## src/core/smf_pkg.sv

```systemverilog
package smf_pkg;

	// ************************************************************
	// coding schemes selecting marker length and pattern
	// ************************************************************
	typedef enum logic [3:0] {
		SMF_UNCODED,
		SMF_CONV,
		SMF_RS,
		SMF_RS_CONV,
		SMF_TURBO_12,
		SMF_TURBO_13,
		SMF_TURBO_14,
		SMF_TURBO_16,
		SMF_LDPC_12,
		SMF_LDPC_23,
		SMF_LDPC_45,
		SMF_LDPC_78
	} smf_scheme_e;

	// ************************************************************
	// marker patterns, first transmitted bit is the msb
	// ************************************************************
	localparam int SMF_PAT_W = 192;
	localparam logic [31:0] SMF_ASM_32 = 32'h1ACFFC1D;
	localparam logic [63:0] SMF_ASM_64 = 64'h034776C7272895B0;
	localparam logic [95:0] SMF_ASM_96 = 96'h25D5C0CE8990F6C9461BF79C;
	localparam logic [63:0] SMF_ASM_128_TAIL = 64'hFCB88938D8D76A4F;
	localparam logic [95:0] SMF_ASM_192_TAIL = 96'hDA2A3F31766F0936B9E40863;

	// ************************************************************
	// register map of the framer, byte addresses
	// ************************************************************
	localparam logic [7:0] SMF_REG_CTRL = 8'h00;
	localparam logic [7:0] SMF_REG_LEN = 8'h04;
	localparam logic [7:0] SMF_REG_STATUS = 8'h08;
	localparam logic [7:0] SMF_REG_FRAMES = 8'h0C;
	localparam int SMF_CTRL_EN_BIT = 0;
	localparam int SMF_CTRL_SCHEME_LSB = 4;
	localparam int SMF_STAT_BUSY_BIT = 0;
	localparam int SMF_STAT_UNDER_BIT = 1;
	localparam logic [15:0] SMF_LEN_RESET = 16'h2000;
	localparam logic [3:0] SMF_SCHEME_RESET = 4'h0;
	localparam logic [7:0] SMF_MLEN_RESET = 8'h20;

	// marker length in bits for a scheme
	function automatic logic [7:0] smf_asm_len(input logic [3:0] scheme);
		case (scheme)
			SMF_TURBO_12, SMF_LDPC_12, SMF_LDPC_23, SMF_LDPC_45: smf_asm_len = 8'h40;
			SMF_TURBO_13: smf_asm_len = 8'h60;
			SMF_TURBO_14: smf_asm_len = 8'h80;
			SMF_TURBO_16: smf_asm_len = 8'hC0;
			default: smf_asm_len = 8'h20;
		endcase
	endfunction : smf_asm_len

	// marker pattern, left aligned in SMF_PAT_W bits
	function automatic logic [191:0] smf_asm_pat(input logic [3:0] scheme);
		case (scheme)
			SMF_TURBO_12, SMF_LDPC_12, SMF_LDPC_23, SMF_LDPC_45:
				smf_asm_pat = {SMF_ASM_64, 128'h0};
			SMF_TURBO_13: smf_asm_pat = {SMF_ASM_96, 96'h0};
			SMF_TURBO_14: smf_asm_pat = {SMF_ASM_64, SMF_ASM_128_TAIL, 64'h0};
			SMF_TURBO_16: smf_asm_pat = {SMF_ASM_96, SMF_ASM_192_TAIL};
			default: smf_asm_pat = {SMF_ASM_32, 160'h0};
		endcase
	endfunction : smf_asm_pat

	// true where the marker runs through the inner convolutional encoder
	function automatic logic smf_uses_conv(input logic [3:0] scheme);
		smf_uses_conv = (scheme == SMF_CONV) || (scheme == SMF_RS_CONV);
	endfunction : smf_uses_conv

endpackage : smf_pkg

```

## src/core/smf_link_if.sv

```systemverilog
`timescale 1ns/1ps
interface smf_link_if;
	logic tx_bit;
	logic tx_valid;
	logic tx_asm;
	logic tx_conv_en;

	// ************************************************************
	// framer drives the stream, synchronizer receives it
	// ************************************************************
	modport framer (
		output tx_bit,
		output tx_valid,
		output tx_asm,
		output tx_conv_en
	);
	modport sync (
		input tx_bit,
		input tx_valid,
		input tx_asm,
		input tx_conv_en
	);
endinterface : smf_link_if

```

## src/core/smf_framer.sv

```systemverilog
// Functional notes
// - continuous equal units, marker between each pair
// - marker flagged for convolutional encoding too
// - marker bypasses outer encoder, inner only
// - uncoded data uses 32-bit 1ACFFC1D marker
// - turbo marker length is 32/r bits
// - turbo 1/2 uses 64-bit marker
// - turbo 1/3 uses 96-bit marker
// - turbo 1/4 uses 128-bit marker
// - turbo 1/6 uses 192-bit marker
// - ldpc 7/8 uses the 32-bit marker
// - ldpc 1/2, 2/3, 4/5 use 64-bit marker
// - marker directly precedes its unit
// - marker follows previous unit, no gap bits
// - basic convolutional receiver searches either domain
// - punctured convolutional receiver searches decoded bits
// - turbo/ldpc receiver searches raw channel symbols
// - receiver finds pattern, confirms at next marker, then locks
// - block encoders and decoders never see marker
`timescale 1ns/1ps
module smf_framer (
	input wire logic clk_i,
	input wire logic rst_i,
	input wire logic wb_cyc_i,
	input wire logic wb_stb_i,
	input wire logic wb_we_i,
	input wire logic [7:0] wb_adr_i,
	input wire logic [3:0] wb_sel_i,
	input wire logic [31:0] wb_dat_i,
	output logic [31:0] wb_dat_o,
	output logic wb_ack_o,
	input wire logic src_bit_i,
	input wire logic src_valid_i,
	output logic src_ready_o,
	smf_link_if.framer link
);

	typedef enum logic [1:0] {
		ST_IDLE,
		ST_MARK,
		ST_BODY
	} smf_fr_state_e;

	// ************************************************************
	// registers
	// ************************************************************
	smf_fr_state_e state_q, state_d;
	logic en_q, en_d;
	logic [3:0] scheme_q, scheme_d;
	logic [15:0] len_q, len_d;
	logic under_q, under_d;
	logic [31:0] frames_q, frames_d;
	logic [3:0] act_scheme_q, act_scheme_d;
	logic [15:0] act_len_q, act_len_d;
	logic [7:0] act_mlen_q, act_mlen_d;
	logic [191:0] pat_q, pat_d;
	logic [15:0] cnt_q, cnt_d;
	logic bit_q, bit_d;
	logic valid_q, valid_d;
	logic asm_q, asm_d;
	logic ack_q;
	logic [31:0] rdat_q, rdat_d;

	// ************************************************************
	// bus decode
	// ************************************************************
	wire logic bus_req = wb_cyc_i & wb_stb_i & ~ack_q;
	wire logic bus_wr = bus_req & wb_we_i;
	wire logic sel_ctrl = wb_adr_i == smf_pkg::SMF_REG_CTRL;
	wire logic sel_len = wb_adr_i == smf_pkg::SMF_REG_LEN;
	wire logic sel_stat = wb_adr_i == smf_pkg::SMF_REG_STATUS;
	wire logic sel_frames = wb_adr_i == smf_pkg::SMF_REG_FRAMES;
	wire logic idle = state_q == ST_IDLE;
	wire logic start = idle & en_q & (len_q != 16'h0000);
	wire logic mark_last = cnt_q == {8'h00, act_mlen_q - 8'h01};
	wire logic body_last = cnt_q == (act_len_q - 16'h0001);
	wire logic body_take = (state_q == ST_BODY) & src_valid_i;
	wire logic under_set = (state_q == ST_BODY) & ~src_valid_i;
	wire logic under_clr = bus_wr & sel_stat & wb_sel_i[0] & wb_dat_i[smf_pkg::SMF_STAT_UNDER_BIT];

	// upstream only offered during the unit body, never during the marker
	assign src_ready_o = state_q == ST_BODY;
	assign link.tx_bit = bit_q;
	assign link.tx_valid = valid_q;
	assign link.tx_asm = asm_q;
	assign link.tx_conv_en = smf_pkg::smf_uses_conv(act_scheme_q);
	assign wb_ack_o = ack_q;
	assign wb_dat_o = rdat_q;

	// ************************************************************
	// register writes and read data
	// ************************************************************
	always_comb begin
		en_d = en_q;
		scheme_d = scheme_q;
		len_d = len_q;
		rdat_d = 32'h0000_0000;
		if (bus_wr && sel_ctrl && wb_sel_i[0]) begin
			en_d = wb_dat_i[smf_pkg::SMF_CTRL_EN_BIT];
			if (idle && !en_q) begin
				scheme_d = wb_dat_i[smf_pkg::SMF_CTRL_SCHEME_LSB +: 4];
			end
		end
		if (bus_wr && sel_len && idle && !en_q) begin
			if (wb_sel_i[0]) begin
				len_d[7:0] = wb_dat_i[7:0];
			end
			if (wb_sel_i[1]) begin
				len_d[15:8] = wb_dat_i[15:8];
			end
		end
		if (bus_req && !wb_we_i) begin
			if (sel_ctrl) begin
				rdat_d = {24'h00_0000, scheme_q, 3'h0, en_q};
			end else if (sel_len) begin
				rdat_d = {16'h0000, len_q};
			end else if (sel_stat) begin
				rdat_d = {16'h0000, act_mlen_q, 6'h00, under_q, ~idle};
			end else if (sel_frames) begin
				rdat_d = frames_q;
			end
		end
	end

	// ************************************************************
	// stream sequencer: marker then unit, back to back
	// ************************************************************
	always_comb begin
		state_d = state_q;
		act_scheme_d = act_scheme_q;
		act_len_d = act_len_q;
		act_mlen_d = act_mlen_q;
		pat_d = pat_q;
		cnt_d = cnt_q;
		frames_d = frames_q;
		bit_d = 1'b0;
		valid_d = 1'b0;
		asm_d = 1'b0;
		under_d = under_set | (under_q & ~under_clr);
		case (state_q)
			ST_IDLE: begin
				if (start) begin
					act_scheme_d = scheme_q;
					act_len_d = len_q;
					act_mlen_d = smf_pkg::smf_asm_len(scheme_q);
					pat_d = smf_pkg::smf_asm_pat(scheme_q);
					cnt_d = 16'h0000;
					state_d = ST_MARK;
				end
			end
			ST_MARK: begin
				bit_d = pat_q[191];
				valid_d = 1'b1;
				asm_d = 1'b1;
				pat_d = {pat_q[190:0], 1'b0};
				cnt_d = cnt_q + 16'h0001;
				if (mark_last) begin
					cnt_d = 16'h0000;
					state_d = ST_BODY;
				end
			end
			ST_BODY: begin
				if (body_take) begin
					bit_d = src_bit_i;
					valid_d = 1'b1;
					cnt_d = cnt_q + 16'h0001;
					if (body_last) begin
						cnt_d = 16'h0000;
						frames_d = frames_q + 32'h0000_0001;
						if (en_q) begin
							pat_d = smf_pkg::smf_asm_pat(act_scheme_q);
							state_d = ST_MARK;
						end else begin
							state_d = ST_IDLE;
						end
					end
				end
			end
			default: begin
				state_d = ST_IDLE;
			end
		endcase
	end

	// ************************************************************
	// flops
	// ************************************************************
	always_ff @(posedge clk_i) begin
		if (rst_i) begin
			state_q <= ST_IDLE;
			en_q <= 1'b0;
			scheme_q <= smf_pkg::SMF_SCHEME_RESET;
			len_q <= smf_pkg::SMF_LEN_RESET;
			under_q <= 1'b0;
			frames_q <= 32'h0000_0000;
			act_scheme_q <= smf_pkg::SMF_SCHEME_RESET;
			act_len_q <= smf_pkg::SMF_LEN_RESET;
			act_mlen_q <= smf_pkg::SMF_MLEN_RESET;
			pat_q <= 192'h0;
			cnt_q <= 16'h0000;
			bit_q <= 1'b0;
			valid_q <= 1'b0;
			asm_q <= 1'b0;
			ack_q <= 1'b0;
			rdat_q <= 32'h0000_0000;
		end else begin
			state_q <= state_d;
			en_q <= en_d;
			scheme_q <= scheme_d;
			len_q <= len_d;
			under_q <= under_d;
			frames_q <= frames_d;
			act_scheme_q <= act_scheme_d;
			act_len_q <= act_len_d;
			act_mlen_q <= act_mlen_d;
			pat_q <= pat_d;
			cnt_q <= cnt_d;
			bit_q <= bit_d;
			valid_q <= valid_d;
			asm_q <= asm_d;
			ack_q <= bus_req; // single cycle answer, dropped next cycle
			rdat_q <= rdat_d;
		end
	end

endmodule : smf_framer

```

## src/flat_wrapper.sv

```systemverilog
// flat-port wrapper written by rule: the top's interface ports become plain ports
module smf_framer_flat 
  (clk_i, rst_i, wb_cyc_i, wb_stb_i, wb_we_i, wb_adr_i, wb_sel_i, wb_dat_i, wb_dat_o, wb_ack_o, src_bit_i, src_valid_i, src_ready_o, link_tx_bit, link_tx_valid, link_tx_asm, link_tx_conv_en);
  smf_link_if link_i ();
  input wire logic clk_i;
  input wire logic rst_i;
  input wire logic wb_cyc_i;
  input wire logic wb_stb_i;
  input wire logic wb_we_i;
  input wire logic [7:0] wb_adr_i;
  input wire logic [3:0] wb_sel_i;
  input wire logic [31:0] wb_dat_i;
  output logic [31:0] wb_dat_o;
  output logic wb_ack_o;
  input wire logic src_bit_i;
  input wire logic src_valid_i;
  output logic src_ready_o;
  output wire logic [$bits(link_i.tx_bit)-1:0] link_tx_bit;
  output wire logic [$bits(link_i.tx_valid)-1:0] link_tx_valid;
  output wire logic [$bits(link_i.tx_asm)-1:0] link_tx_asm;
  output wire logic [$bits(link_i.tx_conv_en)-1:0] link_tx_conv_en;
  assign link_tx_bit = link_i.tx_bit;
  assign link_tx_valid = link_i.tx_valid;
  assign link_tx_asm = link_i.tx_asm;
  assign link_tx_conv_en = link_i.tx_conv_en;
  smf_framer u_core (.clk_i(clk_i), .rst_i(rst_i), .wb_cyc_i(wb_cyc_i), .wb_stb_i(wb_stb_i), .wb_we_i(wb_we_i), .wb_adr_i(wb_adr_i), .wb_sel_i(wb_sel_i), .wb_dat_i(wb_dat_i), .wb_dat_o(wb_dat_o), .wb_ack_o(wb_ack_o), .src_bit_i(src_bit_i), .src_valid_i(src_valid_i), .src_ready_o(src_ready_o), .link(link_i));
endmodule
```

## config.mk

```make
export PLATFORM = sky130hd
export DESIGN_NAME = smf_framer_flat
export DESIGN_NICKNAME = d
export VERILOG_FILES = /design/src/core/smf_pkg.sv /design/src/core/smf_link_if.sv /design/src/core/smf_framer.sv /design/src/flat_wrapper.sv
export SDC_FILE = /design/constraint.sdc
export NUM_CORES = 1
export LEC_CHECK = 0
export ABC_AREA = 1
export BUFFER_PORTS_ARGS = -buffer_cell sky130_fd_sc_hd__clkbuf_2
export CORE_MARGIN = 2
export CORE_UTILIZATION = 45
export DETAILED_ROUTE_END_ITERATION = 6
export SYNTH_ARGS = -nofsm -noshare
export SYNTH_HDL_FRONTEND = slang
export SYNTH_SLANG_ARGS = --single-unit
```

## constraint.sdc

```tcl
create_clock -name clk_i -period 4.2 [get_ports clk_i]
set_input_delay 0.84 -clock clk_i [delete_from_list [all_inputs] [get_ports clk_i]]
set_output_delay 0.84 -clock clk_i [all_outputs]
set_load 0.01 [all_outputs]
```

== Yosys cells after proc, flatten, opt, wreduce, memory -nomap -nowiden ==
Cells that the tools add are included.
Operators by class
  add/sub/neg operators: 4
  $mul: 0
  divide/modulo/power cells: 0
  $lt $le $gt $ge: 0
  eq/ne operators: 28
  shift operators: 0
  mux-type cells: 28
  bitwise gates (word level): 18
  reductions and logical operators: 27
Operators with widths (count)
  190-bit case mux with 4 select lines: 2
  192-bit 2-to-1 mux: 4
  192-bit case mux with 3 select lines: 1
  16-bit 2-to-1 mux: 7
  16-bit case mux with 3 select lines: 1
  32-bit by 1-bit adder with 32-bit output, second input constant: 1
  4-bit by 3-bit == test with 1-bit output, second input constant: 8
  8-bit case mux with 4 select lines: 1
  4-bit == test, second input constant: 6
  16-bit by 1-bit adder with 16-bit output, second input constant: 1
  16-bit == test: 1
  16-bit by 8-bit == test with 1-bit output: 1
  8-bit by 4-bit == test with 1-bit output, second input constant: 2
  16-bit nonzero test: 1
  16-bit by 1-bit subtractor with 16-bit output, second input constant: 1
  1-bit bitwise AND: 11
  8-bit by 3-bit == test with 1-bit output, second input constant: 1
  8-bit logical NOT: 1
  2-bit 2-to-1 mux: 4
  8-bit 2-to-1 mux: 1
  2-bit by 1-bit != test with 1-bit output, second input constant: 4
  2-bit AND reduction: 4
  4-bit OR reduction: 2
  8-bit by 1-bit subtractor with 8-bit output, second input constant: 1
  21 further kinds: 38
Word-level totals
  flip-flop bits (word level): 328
  bits in latches: 0
  RAM bits: 0
  ROM bits: 0
  logic and storage cells: 124
  memories: 0

== Logic depth before layout (Yosys ltp) ==
  depth after elaboration: 9
  mapped depth: 20
  depth with buffers taken out: 18

== Least setup slack after synthesis ==
OpenSTA, ideal clock, no wires.
  path type: input to register
  start: input wb_adr_i[1]
  end: register u_core.rdat_q[10] (netlist: u_core.wb_dat_o[10])
  setup time: 0.134 ns
  arrival: 2.256 ns
  slack: 1.810 ns
  stages: 7
  path buffers: 1
  cells stage by stage: nor2_1 > inv_1 > nor4_2 > nor2_1 > nand2_1 > clkbuf_1 > o22ai_1
Between the ends
  longest elaborated chain between the ends: 4
  elaborated cells between the ends (all ways): 8
  those cells by class: 3 x eq/ne; 3 x mux; 2 x reduce/logical
Ends and longest elaborated chain
  start, declared: RTL line flat_wrapper.sv:10  | input wire logic [7:0] wb_adr_i;
  8-bit by 4-bit == test with 1-bit output: RTL line smf_framer.sv:72  | wire logic sel_frames = wb_adr_i == smf_pkg::SMF_REG_FRAMES;
  16-bit 2-to-1 mux: RTL line smf_framer.sv:119  | end else if (sel_frames) begin
  16-bit 2-to-1 mux: RTL line smf_framer.sv:117  | end else if (sel_stat) begin
  16-bit 2-to-1 mux: RTL line smf_framer.sv:115  | end else if (sel_len) begin
  end signal, assigned: RTL line smf_framer.sv:222  | rdat_q <= rdat_d;
  end, declared: RTL line smf_framer.sv:62  | logic [31:0] rdat_q, rdat_d;
Several ways; a longest one is shown, not always the timed one.
A chain may end at the register's enable or synchronous reset.

== Worst setup path in the final report ==
  start: register u_core.state_q[0]
  end: register u_core.pat_q[180]
Between the ends
  longest elaborated chain between the ends: 5
  elaborated cells between the ends (all ways): 13
  those cells by class: 6 x eq/ne; 1 x mux; 3 x bitwise; 3 x reduce/logical
Ends and longest elaborated chain
  start, declared: RTL line smf_framer.sv:47  | smf_fr_state_e state_q, state_d;
  start signal, assigned: RTL line smf_framer.sv:207  | state_q <= state_d;
  2-bit logical NOT: RTL line smf_framer.sv:73, smf_framer.sv:140
  1-bit bitwise AND (2 in series): RTL line smf_framer.sv:74  | wire logic start = idle & en_q & (len_q != 16'h0000);
  2-bit != test (no line)
  5-bit AND reduction (no line)
  end signal, assigned: RTL line smf_framer.sv:216  | pat_q <= pat_d;
  end, declared: RTL line smf_framer.sv:56  | logic [191:0] pat_q, pat_d;
Several ways; a longest one is shown, not always the timed one.

==> results.py <==
metrics = {
    "global_route": {
        "grt_pass1_wl_um": 62800,
        "grt_pass1_vias": 12400,
        "grt_use_total_pct": 22.0,
        "grt_max_degree": 64,
        "overflow": 0,
        "antenna_found_initial": 1,
    },
    "power_and_ir_drop": {
        "p_leak_uw": 0.00647,
        "peakVddDrop_uv": 295,
        "power.density_nw_per_um2": 554,
    },
    "placement": {
        "io_buffers": 70,
        "dp_hpwl_um": 24200,
        "routabilityCongestion": 0.857,
    },
    "clock_tree": {
        "cts_sinks": 323,
        "clockBufferDepth": 3,
        "cts_tree": "done",
        "ctsResizeCount": 0,
        "htree_levels": 2,
        "numCtsBuffers": 36,
        "cts_root_buf": "clkbuf_16",
        "hold_buffers": 0,
        "clk_latency_ps": 510,
        "path_clk_slew_ps": 60,
        "post_cts_buffers": 0,
    },
    "logic_synthesis": {
        "synthCells": 2119,
        "synthArstFlopShare_pct": 0,
        "yosysMostFrequentCell": "nand2_1",
        "syn_area_um2": 14900,
        "synthTopCellsByArea": "dfxtp_1 43%, nand2_1 12%, nor2_1 7.3%",
        "synth.top_cell.area_share_pct": 43.4,
        "synth_seq_cells": 323,
        "yosys_warnings": 0,
        "ys_top_cells_by_count": "493 x nand2_1, 323 x dfxtp_1, 289 x nor2_1",
        "synth_cell_type_count": 44,
        "ys.flop_type": "dfxtp_1",
        "synth_edf_count": 0,
        "yosysTopAreaCell": "dfxtp_1",
        "syn_nets": 2178,
        "seq_area_frac_synth_pct": 43.4,
        "avgSynthCellArea_um2": 7.04,
    },
    "timing": {
        "min_period_ps": 3190,
        "setup_viol": 0,
        "finalCritPeriodShare_pct": 75.9,
        "fmax_mhz": 314,
        "final_hold_viol_count": 0,
        "slew_viol_final": 0,
        "worst_pin_slew_ps": 1080,
        "tns_ps": 0,
        "rsz0062_at_grt": "no",
        "skew_ps": 12.1,
        "slew_headroom_pct": 28.1,
    },
    "hold_path": {
        "worstHoldPathType": "flip-flop to flip-flop",
    },
    "die": {
        "row_count": 66,
        "die_h_um": 186,
        "initial_core_util_pct": 45.7,
        "die_x_um": 186,
        "die_area_um2": 34600,
        "num_io_pins": 89,
        "core_um2": 32600,
    },
    "critical_path": {
        "crit_path_cell_trace": "inv_1, ha_1, clkinv_1, nand2_1, nand2_1, inv_1, o21ai_0, o21ai_0",
        "r2r_slack_ps": 1010,
        "slowest_stage": "ha_1",
        "worst_setup_path_end_kind": "flip-flop",
        "crit_fanout": 17,
        "critPathMaxStageDelay_ps": 650,
        "cp.arrival_ps": 3630,
        "cp_top_family": "buffers and inverters",
        "crit_path_start_kind": "flip-flop",
        "required_ps": 4640,
        "critPathBufInv": 3,
        "crit_type": "flip-flop to flip-flop",
    },
    "drt": {
        "drc": 0,
        "drtAntennaViolNets": 0,
        "num_vias": 13500,
        "dr.first_iter.drc_count": 826,
        "drt_pass1_iterations": 5,
        "routed_via_density": 5.20,
        "wl_um": 37900,
        "wire_per_inst_um": 14.6,
    },
    "job": {
        "maxCapViolCount": 0,
    },
    "layout": {
        "nNetsFinal": 2191,
        "drive_gt1_share_pct": 9.29,
        "synthToLayoutAreaGrowth_pct": 11.3,
        "final_util_pct": 50.9,
    },
    "outcome": {
        "outcome": "completed",
    },
}
[layout make-up]
class	instances	area [um2]
Timing Repair Buffer	100	628
Clock buffer	51	1040
Inverter	186	704
Fill cell	3273	16000
Multi-Input combinational cell	1485	7120
Antenna cell	1	2.50
Sequential cell	323	6470
Clock inverter	9	78.8
Tap cell	442	553
[path summary, 6_finish.rpt]
kind	from	end	cells past startpoint
worst min-delay path	u_core.pat_q[58]$_SDFFE_PP0P_	u_core.pat_q[59]$_SDFFE_PP0P_	2
worst max register to register	u_core.state_q[0]$_SDFFE_PP0P_	u_core.pat_q[180]$_SDFFE_PP0P_	8
worst max-delay path	u_core.state_q[0]$_SDFFE_PP0P_	u_core.pat_q[180]$_SDFFE_PP0P_	8
worst min register to register	u_core.pat_q[58]$_SDFFE_PP0P_	u_core.pat_q[59]$_SDFFE_PP0P_	2
[metal layers]
| layer | vias up | wire, um | global-route usage, % |
|---|---|---|---|
| li1 | 6905 | - | - |
| met1 | 6310 | 18500 | 30.6 |
| met2 | 218 | 17200 | 35.8 |
| met3 | 64 | 1450 | 3.13 |
| met4 | 0 | 818 | 5.80 |
| met5 | - | 0 | 0 |
[placed cells by master (no fill, tap or decap), types with 4 or more instances in the layout]
master,n
nor4_1,9
a21oi_1,213
o21ai_0,140
clkbuf_1,8
inv_1,179
a211o_1,8
dfxtp_1,323
buf_4,27
clkinv_2,7
nand4_1,13
a21oi_2,24
xor2_1,42
nor2_4,4
clkbuf_2,69
clkbuf_8,6
a211oi_1,23
ha_1,8
buf_12,4
nand3_1,111
nor3_1,30
xnor2_1,8
inv_2,4
clkbuf_16,37
nand2_1,493
o211ai_1,24
nor2_1,287
nand3b_1,7
o22ai_1,13
[report_power, final]
part	internal [uW]	switching [uW]	total [uW]
logic	747	1710	2460
clock network	1780	1250	3030
registers	3510	197	3710
[state kept, by name, indices dropped and copies added (netlist names)]
name / cells
u_core.wb_ack_o: 1
u_core.act_scheme_q: 4
u_core.len_q: 16
u_core.frames_q: 32
u_core.scheme_q: 4
u_core.act_len_q: 16
u_core.cnt_q: 16
u_core.under_q: 1
u_core.state_q: 2
u_core.wb_dat_o: 32
u_core.act_mlen_q: 3
u_core.en_q: 1
u_core.link.tx_bit: 1
u_core.link.tx_valid: 1
u_core.link.tx_asm: 1
u_core.pat_q: 192
[stage by stage]
step	power, uW	hold WS [ps]	cells	cell area [um2]	worst slack (ps)
CTS	9280	462	2596	16600	958
global placement	6190	448	2536	15500	1030
detailed placement	6230	453	2536	15500	913
floorplan	5750	433	2119	14900	1810
global route	9780	477	2597	16600	719
finish	9200	459	2597	16600	1010
[kinds of logic (layout without fill, tap and decap cells)]
kind of cell / count (synthesis) / count (layout) / synth area share [%]
AO/OA/AOI/OAI: 459 / 459 / 17.4
AND/OR/NAND/NOR: 968 / 968 / 26.6
flip-flops: 323 / 323 / 43.4
buffers and inverters: 311 / 346 / 8.98
XOR/XNOR: 50 / 50 / 2.94
adder cells (fa/ha/maj): 8 / 8 / 0.671
other: 0 / 1 / 0
[tightest hold or removal path, delay by kind of cell, from the launching register on]
| kind | cells | cell delay [ps] |
|---|---|---|
| flops | 1 | 310 |
| compound gates | 1 | 50 |
| simple gates | 1 | 60 |
No activity file was read; power rests on OpenSTA's default activity.
